## src/hdl/muldiv_consts.vh

```
// Constants for the multiplier/divider mode, status and control block.
`ifndef MULDIV_CONSTS_VH
`define MULDIV_CONSTS_VH
// Byte addresses of the register words on the bus.
`define MD_ADDR_CTRL 4'h0
`define MD_ADDR_OPLO 4'h8
`define MD_ADDR_OPHI 4'hc
// Bit positions inside the control byte.
`define MD_CTL_RUN 7
`define MD_CTL_SIGN 4
`define MD_CTL_MODE_HI 2
// Bit positions of the flags inside the 16-bit word view.
`define MD_FLG_CARRY 15
`define MD_FLG_ZERO 14
`define MD_FLG_NEG 13
`define MD_FLG_RANGE 12
`define MD_FLG_SAT 11
`define MD_FLG_BUSY 8
// Positions inside the internal five-bit flag vector.
`define MD_F_C 4
`define MD_F_Z 3
`define MD_F_S 2
`define MD_F_V 1
`define MD_F_Q 0
// Function codes.
`define MD_MODE_MUL 3'h0
`define MD_MODE_DIV16 3'h1
`define MD_MODE_MAC 3'h2
`define MD_MODE_MACSAT 3'h3
`define MD_MODE_DIV32 3'h5
// Flags touched by each function, ordered c z s ov q.
`define MD_MASK_NONE 5'h00
`define MD_MASK_MUL_S 5'h0c
`define MD_MASK_MUL_U 5'h08
`define MD_MASK_DIV16_S 5'h1e
`define MD_MASK_DIV32_S 5'h1c
`define MD_MASK_DIV_U 5'h18
`define MD_MASK_MAC 5'h1e
`define MD_MASK_MACSAT 5'h1f
// Reset values and fixed data values.
`define MD_RST_CTRL 5'h00
`define MD_RST_FLAGS 5'h00
`define MD_RST_WORD 32'h00000000
`define MD_SAT_POS 32'h7fffffff
`define MD_SAT_NEG 32'h80000000
`define MD_ALL_ONES 32'hffffffff
`define MD_ONE 32'h00000001
// Cycles that one computation keeps the unit busy.
`define MD_CALC_CYCLES 3'h4
`define MD_CNT_ZERO 3'h0
`define MD_CNT_LAST 3'h1
`endif

```

## src/hdl/muldiv_mode_status_control.v

```verilog
// Mode, status and result-flag logic of a multiplier/divider coprocessor.
//
// Operation
// RULE_01: Carry flag on carry or zero divisor.
// RULE_02: Zero flag follows zero result, writable.
// RULE_03: Negative flag; accumulate mirrors result top bit.
// RULE_04: Overflow flag on two's complement range excess.
// RULE_05: Saturation flag sticky, cleared by writing zero.
// RULE_06: Busy bit high while computing, resets low.
// RULE_07: Run permit gates starts, current one finishes.
// RULE_08: Sign bit selects unsigned or signed arithmetic.
// RULE_09: Three-bit function code selects the operation.
// RULE_10: Software loads control byte per function table.
// RULE_11: Byte registers reachable through wider accesses.
// RULE_12: Unaffected flags keep their previous value.
// RULE_13: Saturating accumulate updates all five flags.
// RULE_14: Writing top operand byte starts the computation.
// RULE_15: Saturating accumulate clamps to extreme values.
// RULE_16: Signed mode treats top bits as signs.
// RULE_17: Unassigned bits read zero, ignore writes.
// RULE_18: Busy bit ignores software writes.
`timescale 1ns/1ps
`include "muldiv_consts.vh"
`default_nettype none

module muldiv_mode_status_control (
	input wire clk_i, // System clock, 25 MHz.
	input wire rst_n_i, // Asynchronous reset, active low.
	input wire [3:0] avs_address_i, // Byte address of the word.
	input wire avs_read_i, // Read request.
	input wire avs_write_i, // Write request.
	input wire [31:0] avs_writedata_i, // Write data.
	input wire [3:0] avs_byteenable_i, // Byte lanes of a write.
	output reg [31:0] avs_readdata_o, // Read data.
	output wire avs_waitrequest_o, // Stall of the current request.
	output reg busy_o // Computation in progress.
);

	// Merges enabled byte lanes of new data into an old word.
	function [31:0] merge_bytes;
		input [31:0] old_word;
		input [31:0] new_word;
		input [3:0] lanes;
		integer i;
		begin
			merge_bytes = old_word;
			for (i = 0; i < 4; i = i + 1) begin
				if (lanes[i]) begin
					merge_bytes[i*8 +: 8] = new_word[i*8 +: 8];
				end
			end
		end
	endfunction

	// Flags that a function and signedness combination updates.
	function [4:0] flag_mask;
		input [2:0] mode;
		input signed_mode;
		begin
			case (mode)
				`MD_MODE_MUL: flag_mask = signed_mode ?
					`MD_MASK_MUL_S : `MD_MASK_MUL_U;
				`MD_MODE_DIV16: flag_mask = signed_mode ?
					`MD_MASK_DIV16_S : `MD_MASK_DIV_U;
				`MD_MODE_DIV32: flag_mask = signed_mode ?
					`MD_MASK_DIV32_S : `MD_MASK_DIV_U;
				`MD_MODE_MAC: flag_mask = `MD_MASK_MAC;
				`MD_MODE_MACSAT: flag_mask = `MD_MASK_MACSAT;
				default: flag_mask = `MD_MASK_NONE;
			endcase
		end
	endfunction

	reg run_permit;
	reg sign_sel;
	reg [2:0] mode_sel;
	reg [4:0] flags;
	reg [31:0] op_lo;
	reg [31:0] op_hi;
	reg [2:0] calc_cnt;
	reg [2:0] run_mode;
	reg run_sign;
	reg ack;

	// Bus decode.
	wire req = avs_read_i | avs_write_i;
	wire hit_ctrl = (avs_address_i == `MD_ADDR_CTRL);
	wire hit_lo = (avs_address_i == `MD_ADDR_OPLO);
	wire hit_hi = (avs_address_i == `MD_ADDR_OPHI);
	// Operand writes wait out a computation so its inputs stay stable.
	wire stall = avs_write_i & (hit_lo | hit_hi) & busy_o;
	wire wr_now = avs_write_i & ack;
	wire start = wr_now & hit_hi & avs_byteenable_i[3] & run_permit &
		(flag_mask(mode_sel, sign_sel) != `MD_MASK_NONE); // [RULE_14] [RULE_07] [RULE_09]
	wire commit = (calc_cnt == `MD_CNT_LAST);

	assign avs_waitrequest_o = req & ~ack;

	// Multiply core, sign chosen by the latched mode.
	wire [15:0] mcand = op_hi[31:16];
	wire [15:0] mplier = op_hi[15:0];
	wire [31:0] prod_s = $signed(mcand) * $signed(mplier); // [RULE_16]
	wire [31:0] prod_u = mcand * mplier;
	wire [31:0] prod = run_sign ? prod_s : prod_u; // [RULE_08]

	// Accumulate in 34 bits so both carry and signed range are visible.
	wire [33:0] acc_u = {2'b00, prod} + {2'b00, op_lo};
	wire [33:0] acc_s = {{2{prod[31]}}, prod} + {{2{op_lo[31]}}, op_lo};
	wire acc_range = run_sign ? (acc_s[32] != acc_s[31]) : acc_u[32]; // [RULE_04]
	reg [31:0] acc_res;

	// Divider works on magnitudes; signs are restored afterwards.
	wire [31:0] dvsr = (run_mode == `MD_MODE_DIV16) ?
		{{16{run_sign & op_hi[31]}}, op_hi[31:16]} : op_hi;
	wire dvd_neg = run_sign & op_lo[31]; // [RULE_16]
	wire dvs_neg = run_sign & dvsr[31];
	wire [31:0] dvd_mag = dvd_neg ? (`MD_RST_WORD - op_lo) : op_lo;
	wire [31:0] dvs_mag = dvs_neg ? (`MD_RST_WORD - dvsr) : dvsr;
	wire div_zero = (dvsr == `MD_RST_WORD);
	// A zero divisor is replaced so the divider never sees it.
	wire [31:0] dvs_safe = div_zero ? `MD_ONE : dvs_mag;
	wire [31:0] q_mag = dvd_mag / dvs_safe;
	wire [31:0] r_mag = dvd_mag % dvs_safe;
	wire [31:0] quot = div_zero ? `MD_ALL_ONES :
		((dvd_neg ^ dvs_neg) ? (`MD_RST_WORD - q_mag) : q_mag);
	wire [31:0] rem = div_zero ? op_lo :
		(dvd_neg ? (`MD_RST_WORD - r_mag) : r_mag);
	wire div_range = run_sign & ~div_zero & (op_lo == `MD_SAT_NEG) &
		(dvsr == `MD_ALL_ONES); // [RULE_04]

	reg [4:0] new_flags;
	reg sat_hit;
	// Result and new flag values of the latched function.
	always @* begin
		new_flags = `MD_RST_FLAGS;
		sat_hit = 1'b0;
		acc_res = run_sign ? acc_s[31:0] : acc_u[31:0];
		case (run_mode)
			`MD_MODE_MUL: begin
				new_flags[`MD_F_Z] = (prod == `MD_RST_WORD); // [RULE_02]
				new_flags[`MD_F_S] = prod[31]; // [RULE_03]
			end
			`MD_MODE_DIV16, `MD_MODE_DIV32: begin
				new_flags[`MD_F_C] = div_zero; // [RULE_01]
				new_flags[`MD_F_Z] = (quot == `MD_RST_WORD); // [RULE_02]
				new_flags[`MD_F_S] = quot[31]; // [RULE_03]
				new_flags[`MD_F_V] = div_range; // [RULE_04]
			end
			`MD_MODE_MAC, `MD_MODE_MACSAT: begin
				if (run_mode == `MD_MODE_MACSAT && acc_range) begin
					sat_hit = 1'b1; // [RULE_05]
					// Unsigned excess can only be positive.
					if (!run_sign) begin
						acc_res = `MD_ALL_ONES;
					end else if (acc_s[33]) begin
						acc_res = `MD_SAT_NEG; // [RULE_15]
					end else begin
						acc_res = `MD_SAT_POS; // [RULE_15]
					end
				end
				new_flags[`MD_F_C] = acc_u[32]; // [RULE_01]
				new_flags[`MD_F_Z] = (acc_res == `MD_RST_WORD); // [RULE_02]
				new_flags[`MD_F_S] = acc_res[31]; // [RULE_03]
				new_flags[`MD_F_V] = acc_range; // [RULE_04] [RULE_13]
				new_flags[`MD_F_Q] = sat_hit; // [RULE_13]
			end
			default: begin
				new_flags = `MD_RST_FLAGS;
			end
		endcase
	end

	// Bus handshake: one wait cycle after any stall of an operand write, then the answer with registered data.
	always @(posedge clk_i or negedge rst_n_i) begin
		if (!rst_n_i) begin
			ack <= 1'b0;
			avs_readdata_o <= `MD_RST_WORD;
		end else begin
			ack <= req & ~ack & ~stall;
			if (avs_read_i & ~ack) begin
				avs_readdata_o <= `MD_RST_WORD; // [RULE_17]
				if (hit_ctrl) begin
					avs_readdata_o[`MD_CTL_RUN] <= run_permit;
					avs_readdata_o[`MD_CTL_SIGN] <= sign_sel;
					avs_readdata_o[`MD_CTL_MODE_HI:0] <= mode_sel;
					avs_readdata_o[`MD_FLG_CARRY:`MD_FLG_SAT] <= flags; // [RULE_11]
					avs_readdata_o[`MD_FLG_BUSY] <= busy_o; // [RULE_06]
				end else if (hit_lo) begin
					avs_readdata_o <= op_lo;
				end else if (hit_hi) begin
					avs_readdata_o <= op_hi;
				end
			end
		end
	end

	// Control byte: software owned, may change while busy.
	always @(posedge clk_i or negedge rst_n_i) begin
		if (!rst_n_i) begin
			run_permit <= 1'b0;
			sign_sel <= 1'b0;
			mode_sel <= `MD_MODE_MUL;
		end else if (wr_now & hit_ctrl & avs_byteenable_i[0]) begin
			run_permit <= avs_writedata_i[`MD_CTL_RUN]; // [RULE_07]
			sign_sel <= avs_writedata_i[`MD_CTL_SIGN]; // [RULE_08]
			mode_sel <= avs_writedata_i[`MD_CTL_MODE_HI:0]; // [RULE_09]
		end
	end

	// Computation sequencer; mode is latched so control writes made
	// during a run cannot disturb it.
	always @(posedge clk_i or negedge rst_n_i) begin
		if (!rst_n_i) begin
			calc_cnt <= `MD_CNT_ZERO;
			busy_o <= 1'b0;
			run_mode <= `MD_MODE_MUL;
			run_sign <= 1'b0;
		end else if (start) begin
			calc_cnt <= `MD_CALC_CYCLES;
			busy_o <= 1'b1; // [RULE_06] [RULE_18]
			run_mode <= mode_sel;
			run_sign <= sign_sel;
		end else if (calc_cnt != `MD_CNT_ZERO) begin
			calc_cnt <= calc_cnt - `MD_CNT_LAST;
			busy_o <= ~commit; // [RULE_07]
		end
	end

	wire [4:0] upd_mask = flag_mask(run_mode, run_sign);
	wire flag_wr = wr_now & hit_ctrl & avs_byteenable_i[1];
	reg [4:0] next_flags;
	// Software writes first, then the finishing computation wins.
	always @* begin
		next_flags = flags;
		if (flag_wr) begin
			next_flags[4:1] = avs_writedata_i[`MD_FLG_CARRY:`MD_FLG_RANGE];
			if (!avs_writedata_i[`MD_FLG_SAT]) begin
				next_flags[`MD_F_Q] = 1'b0; // [RULE_05]
			end
		end
		if (commit) begin
			next_flags[4:1] = (next_flags[4:1] & ~upd_mask[4:1]) |
				(new_flags[4:1] & upd_mask[4:1]); // [RULE_12]
			if (upd_mask[`MD_F_Q] & sat_hit) begin
				next_flags[`MD_F_Q] = 1'b1; // [RULE_05] [RULE_13]
			end
		end
	end

	// Flag register.
	always @(posedge clk_i or negedge rst_n_i) begin
		if (!rst_n_i) begin
			flags <= `MD_RST_FLAGS;
		end else begin
			flags <= next_flags;
		end
	end

	// Operand and result words; results land where each function puts
	// them, other bytes keep their previous contents.
	always @(posedge clk_i or negedge rst_n_i) begin
		if (!rst_n_i) begin
			op_lo <= `MD_RST_WORD;
			op_hi <= `MD_RST_WORD;
		end else if (commit) begin
			case (run_mode)
				`MD_MODE_MUL: op_lo <= prod;
				`MD_MODE_DIV16: begin
					op_lo <= quot;
					op_hi[15:0] <= rem[15:0];
				end
				`MD_MODE_DIV32: begin
					op_lo <= quot;
					op_hi <= rem;
				end
				`MD_MODE_MAC, `MD_MODE_MACSAT: op_lo <= acc_res;
				default: op_lo <= op_lo;
			endcase
		end else if (wr_now & hit_lo) begin
			op_lo <= merge_bytes(op_lo, avs_writedata_i, avs_byteenable_i); // [RULE_11]
		end else if (wr_now & hit_hi) begin
			op_hi <= merge_bytes(op_hi, avs_writedata_i, avs_byteenable_i); // [RULE_11]
		end
	end

endmodule // muldiv_mode_status_control

`default_nettype wire

```

## config.mk

```make
export PLATFORM = sky130hd
export DESIGN_NAME = muldiv_mode_status_control
export DESIGN_NICKNAME = d
export VERILOG_FILES = /design/src/hdl/muldiv_mode_status_control.v
export VERILOG_INCLUDE_DIRS = /design/src /design/src/hdl
export SDC_FILE = /design/constraint.sdc
export NUM_CORES = 2
export LEC_CHECK = 0
export ABC_AREA = 1
export BUFFER_PORTS_ARGS = -buffer_cell sky130_fd_sc_hd__buf_2
export CAP_MARGIN = 20
export CORE_ASPECT_RATIO = 1.4
export CORE_MARGIN = 4
export CORE_UTILIZATION = 28
export DETAILED_ROUTE_END_ITERATION = 16
export GPL_TIMING_DRIVEN = 0
export PLACE_DENSITY = 0.41
export SLEW_MARGIN = 25
export SYNTH_ARGS = -nofsm -noshare
export SYNTH_HDL_FRONTEND = slang
export SYNTH_SLANG_ARGS = --single-unit
```

## constraint.sdc

```tcl
create_clock -name clk_i -period 86 [get_ports clk_i]
set_clock_uncertainty 0.2 [all_clocks]
set_input_delay 0 -clock clk_i [delete_from_list [all_inputs] [get_ports clk_i]]
set_output_delay 0 -clock clk_i [all_outputs]
set_load 0.01 [all_outputs]
```

==> impl_results.md <==
- Synth area leaders: nand2_1 17%, ha_1 16%, fa_1 13%
- Seq/Total Area, Yosys: 5.16%
- Final Setup Violations: 0
- Arrival @ worst endpoint: 79,810 ps
- Critical path class: flip-flop to flip-flop
- Initial Utilization: 28.2%
- Area Growth Syn to Fin: 17.1%
- NumNets Final: 10.5k
- Worst EP required: 86,150 ps
- CP max FO: 10
- CP dominant cell by count: nand2_1
- Post-synth top cells: 2,500 x nand2_1, 1,619 x inv_1, 721 x ha_1
- Synthesized cell area: 55,800 um2
- Hold slack: 90.0 ps
- Post-synth cell types: 69
- Vias: 60.2k
- Via/cell ratio: 5.01
- DIE AREA: 207,000 um2
- Rows: 193
- Cell taking the most area after synthesis: nand2_1
- CP Launch Type: flip-flop
- Most frequent cell after synthesis: nand2_1
- Clock Tree Root: clkbuf_16
- Layout cell share with drive strength beyond 1: 12.0%
- Most common flop cell mapped by yosys: dfrtp_1
- Fmax: 12.6 MHz
- Worst-Margin Slew: 1090 ps
- Post-synth EDFFs: 0
- Clock Path Buffers: 2
- #FFs+latches synth: 115
- Antenna Nets Post-Route: 0
- Sum Neg Setup Slack: 0 ps
- Tcrit/Tclk final: 92.6%
- Max Slew Vio Count: 0
- Min Tclk post-route: 79,660 ps
- CP max stage delay: 550 ps
- Clk sink count: 115
- Worst-path clk slew: 60 ps
- Horiz. Die Dim: 385 um
- GRT Resource Usage Total: 25.0%
- Dpl hpwl: 220,000 um
- Mapped Nets: 10.2k
- First-pass GRT wire length: 385,000 um
- Vias in the first global route: 59.3k
- Syn Inst Count: 9,018
- Status: finished, final reports clean
- DRC violation count after routing: 0
- Min-delay worst type: primary input to flip-flop
- Number of I/O pins: 78
- Core Region: 198,000 um2
- Final WL: 266,000 um
- Largest net degree at the start of global routing: 82
- Initial DRC count: 3,559
- Fin. Hold Viols: 0
- YS warnings: 0
- Fin cells: 12.0k
- Die Span Y: 536 um
- Pre-antenna DRT Iters: 6
- Synthesized area per cell: 6.19 um2
- Worst slew margin: 26.9%
- CTS tree: done
- Wire per inst: 22.1 um
- Maximum capacitance violations: 0
- Clock latency on the worst-skew pair: 450 ps
- Port-buffer cells: 77
- Top cell type's share of synthesized area: 16.8%
- CTS Buf Count: 17
- Antenna violations before repair: 7
- Critical path endpoint category: flip-flop
- CTS H-tree lvls: 4
- Placed cell count: 11.8k
- Routability cong.: 1.01
- Crit-path slowest cell: nor4_4
- FFs w/ async S/R, synth: 100%
- Grt total ovfl: 0
==> cell usage in the layout (no fill, tap or decap), types with 120 or more instances in the layout <==
cell type and count:
xnor2_1 143, a21oi_1 587, nand3_1 407, ha_1 681, or2_2 120, buf_4 229, fa_1 368, nor2_1 550
inv_1 1602, o21ai_0 340, xor2_1 264, nand2_1 2417
==> state kept, by name (all words and copies together), names as in the netlist <==
register / count
sign_sel: 1
flags: 5
ack: 1
run_mode: 3
calc_cnt: 3
op_hi: 32
run_permit: 1
busy_o: 1
op_lo: 32
mode_sel: 3
run_sign: 1
avs_readdata_o: 32
==> metal layers <==
metal	share of wire, %	global-route usage [%]
met2	51	46.9
met5	0.0049	0
met4	5.7	11.3
met3	4.0	2.55
met1	39	28.4
==> worst max-delay path: cells and delay by family, from the launching register on <==
kind | cells | cell delay, ps
AOI/OAI and AO/OA | 175 | 25880
xor gates and xnor gates | 2 | 410
adders and majority gates | 32 | 9800
buffers and inverters | 96 | 9620
DFF | 1 | 480
and+or+nand+nor | 287 | 32970
==> kinds of logic (layout without fill, tap and decap cells) <==
family / Yosys count / count (layout) / share of synthesized area [%]
compound gates: 1493 / 1493 / 15.0
xor+xnor: 411 / 411 / 6.48
fa+ha+maj: 1089 / 1089 / 29.4
buf+inv: 1915 / 2277 / 13.5
flops: 115 / 115 / 5.16
mux: 3 / 3 / 0.0561
other cells: 0 / 5 / 0
simple gates: 3992 / 3996 / 30.4
==> worst paths after layout <==
check	start	to	slack (ps)	cells past startpoint
max in group asynchronous	rst_n_i	op_hi[13]$_DFFE_PN0P_	84630	4
min in group asynchronous	rst_n_i	avs_readdata_o[11]$_DFFE_PN0P_	440	4
worst min register to register	avs_readdata_o[21]$_DFFE_PN0P_	avs_readdata_o[21]$_DFFE_PN0P_	280	2
worst min-delay path	avs_byteenable_i[2]	op_hi[20]$_DFFE_PN0P_	90	5
worst max-delay path	op_lo[1]$_DFFE_PN0P_	op_lo[31]$_DFFE_PN0P_	6340	592
worst max register to register	op_lo[1]$_DFFE_PN0P_	op_lo[31]$_DFFE_PN0P_	6340	592
==> what timing repair did <==
item / CTS / global route
setup buffers: 25 / 155
hold endpoints to repair: 194 / 0
setup endpoints to repair: 66 / 66
gates resized for setup: 209 / 423
pin swaps: 35 / 166
hold buffers: 57 / 0
cloned: 3 / 1
==> stage by stage <==
| stage | cell area [um2] | worst slack, ps | utilization [%] |
|---|---|---|---|
| floorplan | 55800 | 11620 | - |
| global placement | 59500 | -14750 | 30.1 |
| detailed placement | 60200 | -11510 | 30.4 |
| CTS | 62400 | 5.58 | 31.5 |
| global route | 65300 | -678 | 33.0 |
| finish | 65300 | 6340 | 33.0 |
==> cell type report <==
type / instances / area, um2
clock buffers: 19 / 433
inverters: 1657 / 6300
repair buffers: 338 / 2890
multi-input cells: 6992 / 47800
well taps: 2632 / 3290
plain buffers: 250 / 1510
flip-flops and latches: 115 / 2890
fillers: 22100 / 132000
diodes: 5 / 12.5
clock inverters: 13 / 184
Power is not shown: default switching activity piles up to over one toggle a cycle in this logic, so the estimate is an artifact.
